===== src/core/gpr_regs.vh =====
/*
 Register offsets, field layout and reset values of the GPIO port register file.
 Included by the port register file module; definitions only.
*/
`ifndef GPR_REGS_VH
`define GPR_REGS_VH

`define GPR_OFF_MODE        8'h00
`define GPR_OFF_OTYPE       8'h04
`define GPR_OFF_SPEED       8'h08
`define GPR_OFF_PULL        8'h0C
`define GPR_OFF_IN          8'h10
`define GPR_OFF_OUT         8'h14
`define GPR_OFF_SETCLR      8'h18
`define GPR_OFF_LOCK        8'h1C
`define GPR_OFF_ALTLO       8'h20
`define GPR_OFF_ALTHI       8'h24
`define GPR_OFF_CLRONLY     8'h28

`define GPR_MODE_RST_A      32'h28000000
`define GPR_PULL_RST_A      32'h24000000
`define GPR_ZERO_RST        32'h00000000

`define GPR_KEY_BIT         16
`define GPR_CLR_LSB         16

`define GPR_MODE_INPUT      2'h0
`define GPR_MODE_OUTPUT     2'h1
`define GPR_MODE_ALT        2'h2
`define GPR_MODE_ANALOG     2'h3

`endif


===== src/core/gpr_port.v =====
/*
 GPIO port register file: mode, output type, speed, pull, alternate-function
 selection, output latch with atomic set/clear, sampled inputs, and the
 configuration lock with key sequence.
 Assumes a classic Wishbone master on clk_i, raw pin levels from outside the
 clock domain, and alternate-function peripheral outputs on clk_i.
*/
// Design decision made here: the Wishbone register port.
// Operation
// - Two-bit mode per pin: 00 input (reset), 01 output, 10 alternate, 11 analog.
// - One output-type bit per pin in 15:0: 0 push-pull, 1 open-drain.
// - Two-bit speed per pin: x0 low, 01 medium, 11 high.
// - Two-bit pull per pin: 00 none, 01 pull-up, 10 pull-down, 11 reserved.
// - Input register bits 15:0 show sampled pin levels; read-only, upper half zero.
// - Sixteen-bit output latch, read and write, resets to zero.
// - Writing one to set/clear bit y sets latch bit y; zero no effect.
// - Writing one to set/clear bit 16+y clears latch bit y.
// - Set/clear register reads back as zero.
// - Set and clear of same pin in one write: set wins.
// - Clear-only register bit y clears latch bit y; reads zero.
// - Lock bits writable only while key inactive; always readable.
// - With key active, locked pins keep configuration until reset.
// - Pattern must stay constant; any deviation abandons activation.
// - After successful sequence key bit reads one until reset.
// - Lock register exists only on ports A and B.
// - Four-bit alternate selector for pins 0 to 7 in low register.
// - Same selectors for pins 8 to 15 in high register, reset zero.
// - Port A mode register resets nonzero for debug pins.
// - Port A pull register resets nonzero for debug pins.
// - Pins resampled each clock in input, output or alternate mode.
// - Analog pins read zero in the input register.
// - Alternate mode drives pin from selected peripheral, not the latch.
`timescale 1ns/1ps
`default_nettype none
`include "gpr_regs.vh"

module gpr_port #(
	parameter IS_PORT_A = 1,
	parameter HAS_LOCK  = 1,
	parameter NPIN      = 16,
	parameter NAF       = 8
) (
	input  wire               clk_i,
	input  wire               rst_i,
	input  wire               wb_cyc_i,
	input  wire               wb_stb_i,
	input  wire               wb_we_i,
	input  wire [7:0]         wb_adr_i,
	input  wire [3:0]         wb_sel_i,
	input  wire [31:0]        wb_dat_i,
	output reg  [31:0]        wb_dat_o,
	output reg                wb_ack_o,
	input  wire [NPIN-1:0]    pin_level_i,
	input  wire [NPIN*NAF-1:0] af_out_i,
	output reg  [NPIN-1:0]    pin_out_o,
	output reg  [NPIN-1:0]    pin_oe_o,
	output reg  [NPIN-1:0]    pin_open_drain_o,
	output reg  [2*NPIN-1:0]  pin_slew_code_o,
	output reg  [NPIN-1:0]    pin_pull_up_o,
	output reg  [NPIN-1:0]    pin_pull_down_o,
	output reg  [NPIN-1:0]    pin_af_sel_o
);

	localparam [3:0] KS_IDLE = 4'b0001;
	localparam [3:0] KS_ONE  = 4'b0010;
	localparam [3:0] KS_ZERO = 4'b0100;
	localparam [3:0] KS_DONE = 4'b1000;

	reg  [31:0]     pin_function_code_r;
	reg  [15:0]     pin_drive_type_r;
	reg  [31:0]     pin_slew_code_r;
	reg  [31:0]     pin_pull_code_r;
	reg  [31:0]     alt_lo_r;
	reg  [31:0]     alt_hi_r;
	reg  [15:0]     pin_output_latch_bit_r;
	reg  [15:0]     pin_freeze_bit_r;
	reg             freeze_key_bit_r;
	reg  [3:0]      key_state_r;
	reg  [3:0]      key_state_nxt;
	reg  [15:0]     key_pattern_r;
	reg  [NPIN-1:0] sync1_r;
	reg  [NPIN-1:0] sync2_r;
	reg  [15:0]     pin_sampled_level_r;
	reg  [15:0]     latch_nxt;
	reg  [31:0]     rd_data;

	wire        req     = wb_cyc_i & wb_stb_i & ~wb_ack_o;
	wire        wr      = req & wb_we_i & (&wb_sel_i);
	wire        rd      = req & ~wb_we_i;
	wire        lock_on = (HAS_LOCK != 0);
	wire [15:0] frozen  = freeze_key_bit_r ? pin_freeze_bit_r : 16'h0000;

	// Mask of 2-bit fields writable for unfrozen pins
	function [31:0] mask2;
		input [15:0] fr;
		integer k;
		begin
			mask2 = 32'h00000000;
			for (k = 0; k < 16; k = k + 1) begin
				mask2[2*k +: 2] = {2{~fr[k]}};
			end
		end
	endfunction

	// Mask of 4-bit fields for eight pins
	function [31:0] mask4;
		input [7:0] fr;
		integer k;
		begin
			mask4 = 32'h00000000;
			for (k = 0; k < 8; k = k + 1) begin
				mask4[4*k +: 4] = {4{~fr[k]}};
			end
		end
	endfunction

	function [31:0] merge;
		input [31:0] old_v;
		input [31:0] new_v;
		input [31:0] m;
		begin
			merge = (old_v & ~m) | (new_v & m);
		end
	endfunction

	// True when a pin's two-bit mode equals the given code
	function is_mode;
		input [1:0] fn_v;
		input [1:0] code;
		begin
			is_mode = (fn_v == code);
		end
	endfunction

	// Configuration registers
	always @(posedge clk_i or posedge rst_i) begin
		if (rst_i) begin
			pin_function_code_r <= IS_PORT_A ? `GPR_MODE_RST_A : `GPR_ZERO_RST;
			pin_drive_type_r    <= 16'h0000;
			pin_slew_code_r     <= `GPR_ZERO_RST;
			pin_pull_code_r     <= IS_PORT_A ? `GPR_PULL_RST_A : `GPR_ZERO_RST;
			alt_lo_r            <= `GPR_ZERO_RST;
			alt_hi_r            <= `GPR_ZERO_RST;
		end else if (wr) begin
			case (wb_adr_i)
				`GPR_OFF_MODE: begin
					pin_function_code_r <=
						merge(pin_function_code_r, wb_dat_i, mask2(frozen));
				end
				`GPR_OFF_OTYPE: begin
					pin_drive_type_r <=
						(pin_drive_type_r & frozen) | (wb_dat_i[15:0] & ~frozen);
				end
				`GPR_OFF_SPEED: begin
					pin_slew_code_r <=
						merge(pin_slew_code_r, wb_dat_i, mask2(frozen));
				end
				`GPR_OFF_PULL: begin
					pin_pull_code_r <=
						merge(pin_pull_code_r, wb_dat_i, mask2(frozen));
				end
				`GPR_OFF_ALTLO: begin
					alt_lo_r <=
						merge(alt_lo_r, wb_dat_i, mask4(frozen[7:0]));
				end
				`GPR_OFF_ALTHI: begin
					alt_hi_r <=
						merge(alt_hi_r, wb_dat_i, mask4(frozen[15:8]));
				end
				default: begin
				end
			endcase
		end
	end

	// Output latch with direct, set/clear and clear-only access
	always @* begin
		latch_nxt = pin_output_latch_bit_r;
		if (wr) begin
			case (wb_adr_i)
				`GPR_OFF_OUT: begin
					latch_nxt = wb_dat_i[15:0];
				end
				`GPR_OFF_SETCLR: begin
					latch_nxt = (pin_output_latch_bit_r
						& ~wb_dat_i[31:`GPR_CLR_LSB]) | wb_dat_i[15:0];
				end
				`GPR_OFF_CLRONLY: begin
					latch_nxt = pin_output_latch_bit_r & ~wb_dat_i[15:0];
				end
				default: begin
					latch_nxt = pin_output_latch_bit_r;
				end
			endcase
		end
	end

	always @(posedge clk_i or posedge rst_i) begin
		if (rst_i) begin
			pin_output_latch_bit_r <= 16'h0000;
		end else begin
			pin_output_latch_bit_r <= latch_nxt;
		end
	end

	// Lock key sequence
	wire key_wr  = wr & lock_on & (wb_adr_i == `GPR_OFF_LOCK);
	wire key_bit = wb_dat_i[`GPR_KEY_BIT];
	wire same_pt = (wb_dat_i[15:0] == key_pattern_r);

	always @* begin
		key_state_nxt = key_state_r;
		if (!freeze_key_bit_r && req) begin
			case (key_state_r)
				KS_IDLE: begin
					if (key_wr && key_bit) begin
						key_state_nxt = KS_ONE;
					end else begin
						key_state_nxt = KS_IDLE;
					end
				end
				KS_ONE: begin
					if (key_wr && !key_bit && same_pt) begin
						key_state_nxt = KS_ZERO;
					end else if (key_wr && key_bit) begin
						key_state_nxt = KS_ONE;
					end else begin
						key_state_nxt = KS_IDLE;
					end
				end
				KS_ZERO: begin
					if (key_wr && key_bit && same_pt) begin
						key_state_nxt = KS_DONE;
					end else if (key_wr && key_bit) begin
						key_state_nxt = KS_ONE;
					end else begin
						key_state_nxt = KS_IDLE;
					end
				end
				KS_DONE: begin
					key_state_nxt = KS_IDLE;
				end
				default: begin
					key_state_nxt = KS_IDLE;
				end
			endcase
		end
	end

	always @(posedge clk_i or posedge rst_i) begin
		if (rst_i) begin
			key_state_r      <= KS_IDLE;
			key_pattern_r    <= 16'h0000;
			pin_freeze_bit_r <= 16'h0000;
			freeze_key_bit_r <= 1'b0;
		end else begin
			key_state_r <= key_state_nxt;
			if (key_wr && !freeze_key_bit_r) begin
				pin_freeze_bit_r <= wb_dat_i[15:0];
				key_pattern_r    <= wb_dat_i[15:0];
			end
			if (key_state_nxt == KS_DONE) begin
				freeze_key_bit_r <= 1'b1;
			end
		end
	end

	// Pin sampling through three flip-flops
	genvar g;
	generate
		for (g = 0; g < NPIN; g = g + 1) begin : g_pin
			wire [1:0] fn  = pin_function_code_r[2*g +: 2];
			wire [3:0] sel = (g < 8) ? alt_lo_r[4*(g%8) +: 4] : alt_hi_r[4*(g%8) +: 4];
			wire       af  = (sel < NAF) ? af_out_i[g*NAF + (sel % NAF)] : 1'b0;
			always @(posedge clk_i or posedge rst_i) begin
				if (rst_i) begin
					sync1_r[g]             <= 1'b0;
					sync2_r[g]             <= 1'b0;
					pin_sampled_level_r[g] <= 1'b0;
					pin_out_o[g]           <= 1'b0;
					pin_oe_o[g]            <= 1'b0;
					pin_af_sel_o[g]        <= 1'b0;
				end else begin
					sync1_r[g] <= pin_level_i[g];
					sync2_r[g] <= sync1_r[g];
					// Analog pins read zero, others follow the pin
					if (is_mode(fn, `GPR_MODE_ANALOG)) begin
						pin_sampled_level_r[g] <= 1'b0;
					end else begin
						pin_sampled_level_r[g] <= sync2_r[g];
					end
					// Alternate pins take the peripheral, others the latch
					if (is_mode(fn, `GPR_MODE_ALT)) begin
						pin_out_o[g] <= af;
					end else begin
						pin_out_o[g] <= latch_nxt[g];
					end
					pin_oe_o[g]     <= is_mode(fn, `GPR_MODE_OUTPUT) || is_mode(fn, `GPR_MODE_ALT);
					pin_af_sel_o[g] <= is_mode(fn, `GPR_MODE_ALT);
				end
			end
		end
	endgenerate

	always @(posedge clk_i or posedge rst_i) begin
		if (rst_i) begin
			pin_open_drain_o <= 16'h0000;
			pin_slew_code_o  <= 32'h00000000;
			pin_pull_up_o    <= 16'h0000;
			pin_pull_down_o  <= 16'h0000;
		end else begin
			pin_open_drain_o <= pin_drive_type_r;
			pin_slew_code_o  <= pin_slew_code_r;
			pin_pull_up_o    <= pull_bits(pin_pull_code_r, pin_function_code_r, 1'b0);
			pin_pull_down_o  <= pull_bits(pin_pull_code_r, pin_function_code_r, 1'b1);
		end
	end

	// Pull enables, off in analog mode and for reserved code
	function [15:0] pull_bits;
		input [31:0] pc;
		input [31:0] fc;
		input        dn;
		integer k;
		begin
			pull_bits = 16'h0000;
			for (k = 0; k < 16; k = k + 1) begin
				pull_bits[k] = (fc[2*k +: 2] != `GPR_MODE_ANALOG) &&
					(pc[2*k +: 2] == (dn ? 2'h2 : 2'h1));
			end
		end
	endfunction

	// Read mux
	always @* begin
		case (wb_adr_i)
			`GPR_OFF_MODE:    rd_data = pin_function_code_r;
			`GPR_OFF_OTYPE:   rd_data = {16'h0000, pin_drive_type_r};
			`GPR_OFF_SPEED:   rd_data = pin_slew_code_r;
			`GPR_OFF_PULL:    rd_data = pin_pull_code_r;
			`GPR_OFF_IN:      rd_data = {16'h0000, pin_sampled_level_r};
			`GPR_OFF_OUT:     rd_data = {16'h0000, pin_output_latch_bit_r};
			`GPR_OFF_SETCLR:  rd_data = 32'h00000000;
			`GPR_OFF_LOCK: begin
				if (lock_on) begin
					rd_data = {15'h0000, freeze_key_bit_r, pin_freeze_bit_r};
				end else begin
					rd_data = 32'h00000000;
				end
			end
			`GPR_OFF_ALTLO:   rd_data = alt_lo_r;
			`GPR_OFF_ALTHI:   rd_data = alt_hi_r;
			`GPR_OFF_CLRONLY: rd_data = 32'h00000000;
			default:          rd_data = 32'h00000000;
		endcase
	end

	// Wishbone answer one cycle after request
	always @(posedge clk_i or posedge rst_i) begin
		if (rst_i) begin
			wb_ack_o <= 1'b0;
			wb_dat_o <= 32'h00000000;
		end else begin
			wb_ack_o <= req;
			wb_dat_o <= rd ? rd_data : 32'h00000000;
		end
	end

endmodule // gpr_port
`default_nettype wire


===== config.mk =====
export PLATFORM = sky130hd
export DESIGN_NAME = gpr_port
export DESIGN_NICKNAME = d
export VERILOG_FILES = /design/src/core/gpr_port.v
export VERILOG_INCLUDE_DIRS = /design/src /design/src/core
export SDC_FILE = /design/constraint.sdc
export NUM_CORES = 1
export LEC_CHECK = 0
export ABC_AREA = 1
export CORE_ASPECT_RATIO = 0.9
export CORE_MARGIN = 2
export CORE_UTILIZATION = 45
export CTS_CLUSTER_DIAMETER = 40
export DETAILED_ROUTE_END_ITERATION = 10
export DONT_BUFFER_PORTS = 1
export PLACE_DENSITY = 0.62
export RECOVER_POWER = 50
export SLEW_MARGIN = 10
export SYNTH_ARGS = -nofsm -noshare
export SYNTH_HDL_FRONTEND = slang
export SYNTH_SLANG_ARGS = --single-unit

===== constraint.sdc =====
create_clock -name clk_i -period 24.3 [get_ports clk_i]
set_input_delay 1.215 -clock clk_i [delete_from_list [all_inputs] [get_ports clk_i]]
set_output_delay 1.215 -clock clk_i [all_outputs]
set_load 0.03 [all_outputs]

==> results.py, run 1 <==
metrics = {
    "cells_and_area": {
        "final-seq-area_um2": 10600,
        "fillers": 3460,
        "final_nets": 2178,
        "area_growth_pct": 14.6,
        "drive_gt1_frac": 0.0671,
        "final_cells": 2522,
        "multi_input_area_um2": 5940,
    },
    "placed_design": {
        "gp_congestion": 0.907,
        "dp_cells": 2419,
        "port_buffers": 0,
        "dp_hpwl_mm": 42.3,
    },
    "setup_path": {
        "crit_fanout": 121,
        "critPathMaxStageDelay_ns": 3.25,
        "crit_path_top_delay_cell": "clkbuf_1",
        "worstReg2RegStart": "wb_ack_o$_DFF_PP0_",
        "endpoint": "pin_out_o[1]$_DFF_PP0_",
        "start_kind": "primary input",
        "cp_cell_sequence": "clkinvlp_2 > clkbuf_1",
        "cp_data_required_time_ns": 23.98,
        "cp_top_family": "buffers and inverters",
        "crit_buf_inv": 2,
        "worst_setup_path_end_kind": "asynchronous set/reset pin",
        "cp-startpoint": "rst_i",
        "r2r_cells": 8,
        "path_class": "in -> async",
        "r2r_slack_ns": 21.52,
        "cp_num_cells": 2,
        "crit_arrival_ns": 7.61,
    },
    "floorplan": {
        "start_util": 0.456,
        "std_cell_rows": 68,
        "die_h_um": 191,
        "die_area_um2": 40500,
        "core_area_um2": 38400,
        "die_w_um": 212,
        "io_pins": 354,
    },
    "logic_synthesis": {
        "syn_area_um2": 17500,
        "synth_cell_type_count": 39,
        "yosysWarningCount": 0,
        "synth_top_area_cell": "dfrtp_1",
        "seq_area_frac_synth": 0.603,
        "netlist.area_leader.share": 0.596,
        "ys_seq_elements": 422,
        "synthTopCellsByArea": "dfrtp_1 (60%), nand2_1 (10%), o21ai_0 (7.7%)",
        "synthCells": 1914,
        "syn-num-nets": 2139,
        "syn_area_per_cell_um2": 9.15,
    },
    "timing": {
        "hold_viol": 0,
        "slew_headroom": -2.62,
        "finalSetupTns_ns": 0,
        "tightestPinTransition_ns": 5.40,
        "finalCritPeriodShare": 0.326,
        "finalMaxSlewViolations": 255,
        "period_needed_ns": 7.92,
        "setup_viol": 0,
        "skew_ns": 0.0182,
        "rsz0062_at_grt": "false",
        "max_freq_mhz": 126,
    },
    "clock_tree": {
        "clock_path_buffers": 3,
        "clk-insertion-delay-late_ns": 0.61,
        "root_buffer": "clkbuf_16",
        "numClockSinks": 422,
        "cts_resized": 0,
        "clk_pin_slew_worst_paths_ns": 0.06,
        "htreeDepth": 2,
        "post_cts_buffers": 0,
        "numCtsBuffers": 57,
        "cts_hold_buffers": 0,
        "cts_tree": "yes",
    },
    "flow_run": {
        "drv_cap": 3,
    },
    "detailed_routing": {
        "wl_per_cell_um": 23.5,
        "num_vias": 14200,
        "drt-total-wl_mm": 59.1,
        "drtAntennaViolNets": 0,
        "drt-initial-drc-count": 1582,
        "drc_errors": 0,
        "dr.pass1.iters": 5,
        "via_per_inst": 5.64,
    },
    "global_route": {
        "grt_antenna_before_repair": 0,
        "grt_first_pass_wirelength_mm": 87.9,
        "gr-usage-all-layers": 0.294,
        "grt_pass1_vias": 13900,
        "grt_overflow": 0,
        "grt_max_degree": 173,
    },
    "pwr": {
        "power.density_nw_per_um2": 79.5,
        "peakVddDrop_uv": 53.1,
        "power_leakage_nw": 9.29,
    },
    "min_path": {
        "hold_class": "reg -> reg",
    },
    "outcome": {
        "status": "finished with violations",
        "violations": "max-capacitance violations, max-slew violations",
    },
}
[power by group]
group          internal (W)  switching (W)
registers          0.000708     0.00000290
logic            0.00000517      0.0000280
clock network      0.000520       0.000331
[placed cells by master, fill, tap and decap left out, types with 4 or more instances in the layout]
cell type,instances
ha_1,32
o221ai_1,16
inv_8,4
o22ai_1,51
clkbuf_8,5
clkinv_2,11
nand2_1,480
inv_2,7
and2_0,4
clkbuf_1,8
nor3_1,30
inv_1,219
nor2_2,5
o32ai_1,10
bufinv_16,6
buf_4,10
o21ai_1,38
o2111ai_1,8
o21ai_0,269
clkinv_4,4
a31oi_1,6
clkbuf_16,58
a21oi_1,59
nand4_1,10
nor2_1,140
dfrtp_1,417
nand3_1,40
a211oi_1,12
[final cells by class]
cell class | instances | share of cell area
sequential | 422 | 0.526
multi-input combinational | 1230 | 0.296
clock buffer | 69 | 0.0769
inverter | 229 | 0.0429
tap | 525 | 0.0327
clock inverter | 33 | 0.0199
timing repair buffer | 13 | 0.00511
antenna | 1 | 0.000125
[synthesized netlist by cell type (all sizes together)]
library cell	n
xor2	1
nor3	33
clkbuf	19
nand3b	1
o2111ai	8
a211oi	12
nand4	10
o211ai	2
o22ai	51
o21ai	308
ha	32
nand3	41
o32ai	10
buf	14
a21oi	60
nand2	483
dfstp	5
and3	1
a31oi	6
clkinv	1
nor2	147
dfrtp	417
and2	7
inv	228
nor3b	1
o221ai	16
[logic make-up (layout without fill, tap and decap cells)]
| group | Yosys count | in the layout | share of synthesized area |
|---|---|---|---|
| fa+ha+maj | 32 | 32 | 0.0229 |
| other cells | 0 | 1 | 0 |
| simple gates | 724 | 724 | 0.167 |
| flops | 422 | 422 | 0.603 |
| buf+inv | 262 | 344 | 0.0574 |
| compound gates | 473 | 473 | 0.149 |
| xor+xnor | 1 | 1 | 0.000500 |
[per-layer routing]
metal  share of wire  up-vias  GRT usage
met4           0.033        0      0.114
met1            0.43     6926      0.414
met2            0.45      770      0.443
met5               0        -          0
li1                -     6406          -
met3           0.094      116     0.0697
[stage by stage]
| stage | total power, W | cell area [µm²] | hold slack (ns) | utilization | setup slack, ns |
|---|---|---|---|---|---|
| CTS | 0.00161 | 20100 | 0.349 | 0.524 | 20.93 |
| global route | 0.00165 | 20100 | 0.355 | 0.523 | 14.86 |
| detailed placement | 0.000757 | 18100 | 0.335 | 0.473 | 20.30 |
| finish | 0.00160 | 20100 | 0.347 | 0.523 | 16.38 |
| floorplan | 0.000745 | 17500 | 0.331 | - | 11.35 |
| global placement | 0.000757 | 18100 | 0.334 | 0.473 | 20.40 |
[worst min-delay path by stage]
stage / end / slack, ns / cells after the start / startpoint
floorplan: sync2_r[0]$_DFF_PP0_ / 0.33 / 0 / sync1_r[0]$_DFF_PP0_
global placement: sync2_r[9]$_DFF_PP0_ / 0.33 / 0 / sync1_r[9]$_DFF_PP0_
detailed placement: sync2_r[14]$_DFF_PP0_ / 0.33 / 0 / sync1_r[14]$_DFF_PP0_
CTS: sync2_r[13]$_DFF_PP0_ / 0.35 / 0 / sync1_r[13]$_DFF_PP0_
global route: sync2_r[14]$_DFF_PP0_ / 0.36 / 0 / sync1_r[14]$_DFF_PP0_
finish: sync2_r[15]$_DFF_PP0_ / 0.35 / 0 / sync1_r[15]$_DFF_PP0_
Power figures use the tool's default switching activity.
==> inputs of run 2 (changes only) <==
--- a/config.mk
+++ b/config.mk
@@ -6,7 +6,7 @@
 export SDC_FILE = /design/constraint.sdc
 export NUM_CORES = 1
 export LEC_CHECK = 0
-export ABC_AREA = 1
+export ABC_AREA = 0
 export CORE_ASPECT_RATIO = 0.9
 export CORE_MARGIN = 2
 export CORE_UTILIZATION = 45
==> constraint.sdc (replaced) <==
create_clock -name clk_i -period 7.9 [get_ports clk_i]
set_input_delay 0.395 -clock clk_i [delete_from_list [all_inputs] [get_ports clk_i]]
set_output_delay 0.395 -clock clk_i [all_outputs]
set_load 0.03 [all_outputs]
==> run 2 against run 1 <==
Register-to-register slack worse by 18 ns; cell area is 3.6% higher; combinational power grew to 4.2 times the previous value; synthesized cell count is 31% lower; die area is 1.3% higher; flip-flop and latch count stayed put; the run still ends with max-capacitance violations, max-slew violations left; non-clock buffer count is 62 higher; sequential share of layout area is 1.8 points lower; clock power grew to 3.1 times the previous value; largest power group unchanged; first-iteration DRC count is 21% lower.
==> results.py, run 2 <==
metrics = {
    "logic_synthesis": {
        "yosysWarningCount": 0,
        "async_flop_share": 1.00,
        "synthTopCellsByArea": "dfrtp_1 (59%), mux2_2 (11%), mux4_2 (4.1%)",
        "synth_cell_type_count": 61,
        "syn_area_um2": 17700,
        "syn-num-nets": 1537,
        "netlist.area_leader.share": 0.588,
        "synth-edff-count": 0,
        "synth_top_area_cell": "dfrtp_1",
        "ys_seq_elements": 422,
        "synthCells": 1312,
        "synth_ff_type": "dfrtp_1",
        "yosysMostFrequentCell": "dfrtp_1",
        "syn_area_per_cell_um2": 13.5,
        "seq_area_frac_synth": 0.596,
        "synthTopCellsByCount": "dfrtp_1 (417), mux2_2 (169), nand2_1 (120), inv_1 (52), clkbuf_1 (47)",
    },
    "clock_tree": {
        "clk_pin_slew_worst_paths_ns": 0.06,
        "root_buffer": "clkbuf_16",
        "numCtsBuffers": 55,
        "cts_resized": 0,
        "clk-insertion-delay-late_ns": 0.61,
        "cts_tree": "yes",
        "htreeDepth": 2,
        "numClockSinks": 422,
        "clock_path_buffers": 3,
    },
    "global_route": {
        "grt_antenna_before_repair": 3,
        "gr-usage-all-layers": 0.285,
        "grt_overflow": 0,
        "grt_first_pass_wirelength_mm": 84.4,
        "grt_pass1_vias": 12500,
        "grt_max_degree": 76,
    },
    "timing": {
        "rsz0062_at_grt": "false",
        "finalCritPeriodShare": 0.513,
        "skew_ns": 0.0197,
        "setup_viol": 0,
        "max_freq_mhz": 247,
        "finalSetupTns_ns": 0,
        "hold_viol": 0,
        "tightestPinTransition_ns": 2.11,
        "period_needed_ns": 4.05,
        "slew_headroom": -0.413,
        "finalMaxSlewViolations": 74,
    },
    "pwr": {
        "peakVddDrop_uv": 152,
        "power.density_nw_per_um2": 238,
        "power_leakage_nw": 9.51,
    },
    "detailed_routing": {
        "via_per_inst": 6.17,
        "wl_per_cell_um": 29.5,
        "dr.pass1.iters": 7,
        "num_vias": 12000,
        "drtAntennaViolNets": 0,
        "drt-total-wl_mm": 57.6,
        "drc_errors": 0,
        "drt-initial-drc-count": 1246,
    },
    "setup_path": {
        "cp_num_cells": 6,
        "crit_path_top_delay_cell": "nand4_1",
        "cp_data_required_time_ns": 8.38,
        "start_kind": "flop",
        "path_class": "reg -> reg",
        "worstReg2RegStart": "wb_ack_o$_DFF_PP0_",
        "r2r_cells": 6,
        "crit_buf_inv": 1,
        "worst_setup_path_end_kind": "flop",
        "cp_top_family": "simple AND/OR/NAND/NOR gates",
        "crit_arrival_ns": 4.53,
        "critPathMaxStageDelay_ns": 1.20,
        "crit_fanout": 25,
        "r2r_slack_ns": 3.85,
        "cp_cell_sequence": "and3b_1 > nand4_1 > nor3_4 > buf_4 > nand2_1 > mux2_2",
    },
    "floorplan": {
        "core_area_um2": 38600,
        "std_cell_rows": 68,
        "start_util": 0.459,
        "die_w_um": 213,
        "die_area_um2": 41000,
        "io_pins": 354,
        "die_h_um": 192,
    },
    "cells_and_area": {
        "fillers": 3248,
        "final_cell_mix": "dfrtp_1 (417), mux2_2 (169), nand2_1 (120)",
        "drive_gt1_frac": 0.265,
        "final_cells": 1953,
        "post-route-util": 0.538,
        "final_common_cell": "dfrtp_1",
        "area_growth_pct": 17.2,
        "final_nets": 1602,
    },
    "outcome": {
        "status": "finished with violations",
        "violations": "max-capacitance violations, max-slew violations",
    },
    "flow_run": {
        "drv_cap": 2,
    },
    "min_path": {
        "hold_path.startpoint": "wb_dat_i[10]",
        "hold_end": "pin_output_latch_bit_r[10]$_DFF_PP0_",
        "hold_path_depth": 2,
        "hold_class": "in -> reg",
    },
    "placed_design": {
        "dp_hpwl_mm": 39.0,
        "gp_congestion": 0.852,
        "port_buffers": 0,
        "dp_cells": 1796,
    },
}
run 2: cell types whose count changed in the layout (fill, tap and decap cells not counted), sizes merged, moves of 35 or more:
cell,previous run,this run
a21oi,60,23
a222oi,0,36
dlygate4sd3,0,49
inv,234,63
mux2,0,192
nand2,483,130
nor2,147,14
o21ai,308,46
o22ai,51,16
run 2: worst max-delay path by stage:
stage,endpoint,startpoint,slack [ns]
final,flop,wb_ack_o$_DFF_PP0_,3.85
after global routing,flop,wb_ack_o$_DFF_PP0_,3.71
after CTS,flop,wb_ack_o$_DFF_PP0_,4.71
after detailed placement,flop,wb_ack_o$_DFF_PP0_,4.72
after global placement,flop,wb_ack_o$_DFF_PP0_,4.81
after floorplan,asynchronous set/reset pin,rst_i,1.82
run 2: cell type report:
cell class | instances | area, µm² | share of cell area
Antenna cell | 4 | 10.0 | 0.000481
Inverter | 52 | 196 | 0.00945
Clock inverter | 34 | 417 | 0.0200
Sequential cell | 422 | 10600 | 0.508
Multi-Input combinational cell | 771 | 6720 | 0.323
Tap cell | 525 | 657 | 0.0316
Clock buffer | 70 | 1540 | 0.0743
Timing Repair Buffer | 75 | 682 | 0.0328
run 2: cells by family (layout without fill, tap and decap cells):
family / count (synthesis) / count (layout) / share of synthesized area
other: 0 / 4 / 0
and+or+nand+nor: 254 / 254 / 0.0781
DFF: 422 / 422 / 0.596
adders and majority gates: 32 / 32 / 0.0226
AOI/OAI and AO/OA: 225 / 225 / 0.0906
buffers and inverters: 119 / 231 / 0.0273
xor gates and xnor gates: 18 / 18 / 0.00889
muxes: 242 / 242 / 0.177
run 2: report_power, final:
part / internal, W / switching [W]
registers: 0.00218 / 0.00000979
clock network: 0.00160 / 0.00102
logic: 0.0000467 / 0.0000917
total: 0.00383 / 0.00112
run 2: metal layers:
layer / global-route usage / share of wire / up-vias
li1: - / - / 4983
met1: 0.386 / 0.41 / 6270
met2: 0.453 / 0.47 / 688
met3: 0.0753 / 0.097 / 100
met4: 0.0839 / 0.024 / 0
met5: 0 / 0 / -
run 2: worst reg2reg max path, stage by stage (launching register included):
cell and delay, ns:
dfrtp_1 0.48, and3b_1 0.40, nand4_1 1.20, nor3_4 1.04
buf_4 0.38, nand2_1 0.13, mux2_2 0.30
run 2: timing repair:
| action | CTS | global route |
|---|---|---|
| hold buffers | 49 | 0 |
| setup buffers | 0 | 0 |
| endpoints found under the hold margin | 254 | 0 |
run 2: stage by stage:
stage	setup slack, ns	hold WS, ns	cell area, µm²	power (W)
6_report	3.85	0.0476	20800	0.00495
2_1_floorplan	1.82	0.331	17700	0.00231
4_1_cts	4.71	0.0111	20800	0.00499
3_3_place_gp	4.81	0.333	18400	0.00233
5_1_grt	3.71	0.0339	20800	0.00510
3_5_place_dp	4.72	0.335	18400	0.00233
==> inputs of run 3 (changes only) <==
==> constraint.sdc (replaced) <==
create_clock -name clk_i -period 3.8 [get_ports clk_i]
set_input_delay 0.19 -clock clk_i [delete_from_list [all_inputs] [get_ports clk_i]]
set_output_delay 0.19 -clock clk_i [all_outputs]
set_load 0.03 [all_outputs]
==> run 3 against run 2 <==
The flow still finishes with violations (max-capacitance violations, max-slew violations); register-to-register slack got worse by 3.0 ns; sequential power increased by 110%; maximum frequency grew 37%; via count up 0.70%; combinational power up 120%; sequential share of layout area rose by 0.089 points; non-clock buffer count up 13.
==> results.py, run 3 (synthesized netlist as in run 2, its figures left out) <==
metrics = {
    "floorplan": {
        "std_cell_rows": 68,
        "die_area_um2": 41000,
        "start_util": 0.459,
        "die_h_um": 192,
        "die_w_um": 213,
        "core_area_um2": 38600,
        "io_pins": 354,
    },
    "global_route": {
        "gr-usage-all-layers": 0.284,
        "grt_antenna_before_repair": 8,
        "grt_first_pass_wirelength_mm": 84.0,
        "grt_pass1_vias": 12500,
        "grt_overflow": 0,
        "grt_max_degree": 116,
    },
    "detailed_routing": {
        "drtAntennaViolNets": 0,
        "num_vias": 12100,
        "drt-total-wl_mm": 57.7,
        "dr.pass1.iters": 7,
        "drt-initial-drc-count": 1250,
        "wl_per_cell_um": 29.3,
        "drc_errors": 0,
        "via_per_inst": 6.17,
    },
    "placed_design": {
        "gp_congestion": 0.888,
        "port_buffers": 0,
        "dp_hpwl_mm": 39.4,
    },
    "timing": {
        "finalMaxSlewViolations": 66,
        "max_freq_mhz": 337,
        "finalCritPeriodShare": 0.780,
        "setup_viol": 0,
        "rsz0062_at_grt": "false",
        "slew_headroom": -0.145,
        "skew_ns": 0.0287,
        "period_needed_ns": 2.96,
        "tightestPinTransition_ns": 1.72,
        "hold_viol": 0,
    },
    "clock_tree": {
        "numClockSinks": 422,
        "post_cts_buffers": 0,
        "htreeDepth": 2,
        "cts_tree": "yes",
        "clk-insertion-delay-late_ns": 0.59,
        "clk_pin_slew_worst_paths_ns": 0.06,
        "cts_resized": 0,
        "root_buffer": "clkbuf_16",
        "cts_hold_buffers": 52,
        "numCtsBuffers": 53,
        "clock_path_buffers": 3,
    },
    "pwr": {
        "power_leakage_nw": 9.48,
        "power.density_nw_per_um2": 474,
        "peakVddDrop_uv": 313,
        "p_total_w": 0.00985,
    },
    "setup_path": {
        "critPathMaxStageDelay_ns": 0.81,
        "crit_fanout": 25,
        "cp_data_required_time_ns": 4.26,
        "crit_arrival_ns": 3.42,
        "start_kind": "flop",
        "cp_top_family": "simple AND/OR/NAND/NOR gates",
        "worst_setup_path_end_kind": "flop",
        "path_class": "reg -> reg",
        "crit_buf_inv": 0,
        "cp_cell_sequence": "and3b_1 > nand4_4 > nor3_4 > nand2_1 > mux2_2",
        "crit_path_top_delay_cell": "nor3_4",
    },
    "cells_and_area": {
        "final_cell_mix": "dfrtp_1 (417), mux2_2 (169), nand2_1 (120)",
        "drive_gt1_frac": 0.263,
        "fillers": 3343,
        "final_nets": 1613,
        "final_common_cell": "dfrtp_1",
        "post-route-util": 0.537,
        "area_growth_pct": 17.0,
    },
    "min_path": {
        "hold_class": "in -> reg",
    },
    "flow_run": {
        "drv_cap": 2,
    },
    "outcome": {
        "violations": "max-capacitance violations, max-slew violations",
        "status": "finished with violations",
    },
}
-- run 3: path summary, 6_finish.rpt --
| path | start | cells after the start | slack, ns | endpoint |
|---|---|---|---|---|
| min | wb_dat_i[1] | 4 | 0.06 | key_state_r[2]$_DFF_PP0_ |
| max reg2reg | wb_ack_o$_DFF_PP0_ | 5 | 0.84 | flop |
| max | wb_ack_o$_DFF_PP0_ | 5 | 0.84 | flop |
| max in group asynchronous | rst_i | 3 | 1.11 | pin_af_sel_o[3]$_DFF_PP0_ |
| min reg2reg | sync1_r[2]$_DFF_PP0_ | 0 | 0.35 | sync2_r[2]$_DFF_PP0_ |
| min in group asynchronous | rst_i | 2 | 0.47 | asynchronous set/reset pin |
-- run 3: layer usage --
layer  vias to the layer above  global-route usage  part of all wire
li1                       4998                   -                 -
met1                      6257               0.371              0.40
met2                       736               0.453              0.47
met3                       130              0.0778              0.10
met4                         4               0.106             0.033
met5                         -                   0           0.00052
-- run 3: per-stage QoR --
stage,hold WS (ns),setup WS [ns],setup TNS [ns],area (µm²),std cells
6_report,0.0586,0.835,0,20800,1966
5_1_grt,0.0805,0.633,0,20700,1959
4_1_cts,0.0228,0.842,0,20800,1956
3_5_place_dp,0.221,0.832,0,18500,1806
3_3_place_gp,0.221,0.883,0,18500,1806
2_1_floorplan,0.221,-2.08,-869.65,17700,1312
-- run 3: cell type report --
class	count	area, µm²	area share
multi-input cells	771	6730	0.324
inverters	52	196	0.00947
flip-flops and latches	422	10600	0.509
repair buffers	88	807	0.0389
well taps	525	657	0.0317
clock buffers	69	1480	0.0712
diodes	10	25.0	0.00121
clock inverters	29	298	0.0143
-- run 3: tightest hold or removal path, cell delays in order --
cell,delay [ns]
xnor2_1,0.06
nand4_1,0.07
nor4_1,0.08
a21bo_2,0.21
-- run 3: where the power goes --
part	switching (W)	total (W)	internal [W]	leakage, nW
clock network	0.00202	0.00500	0.00298	0.864
logic	0.000197	0.000299	0.000102	3.02
registers	0.0000200	0.00455	0.00453	5.60
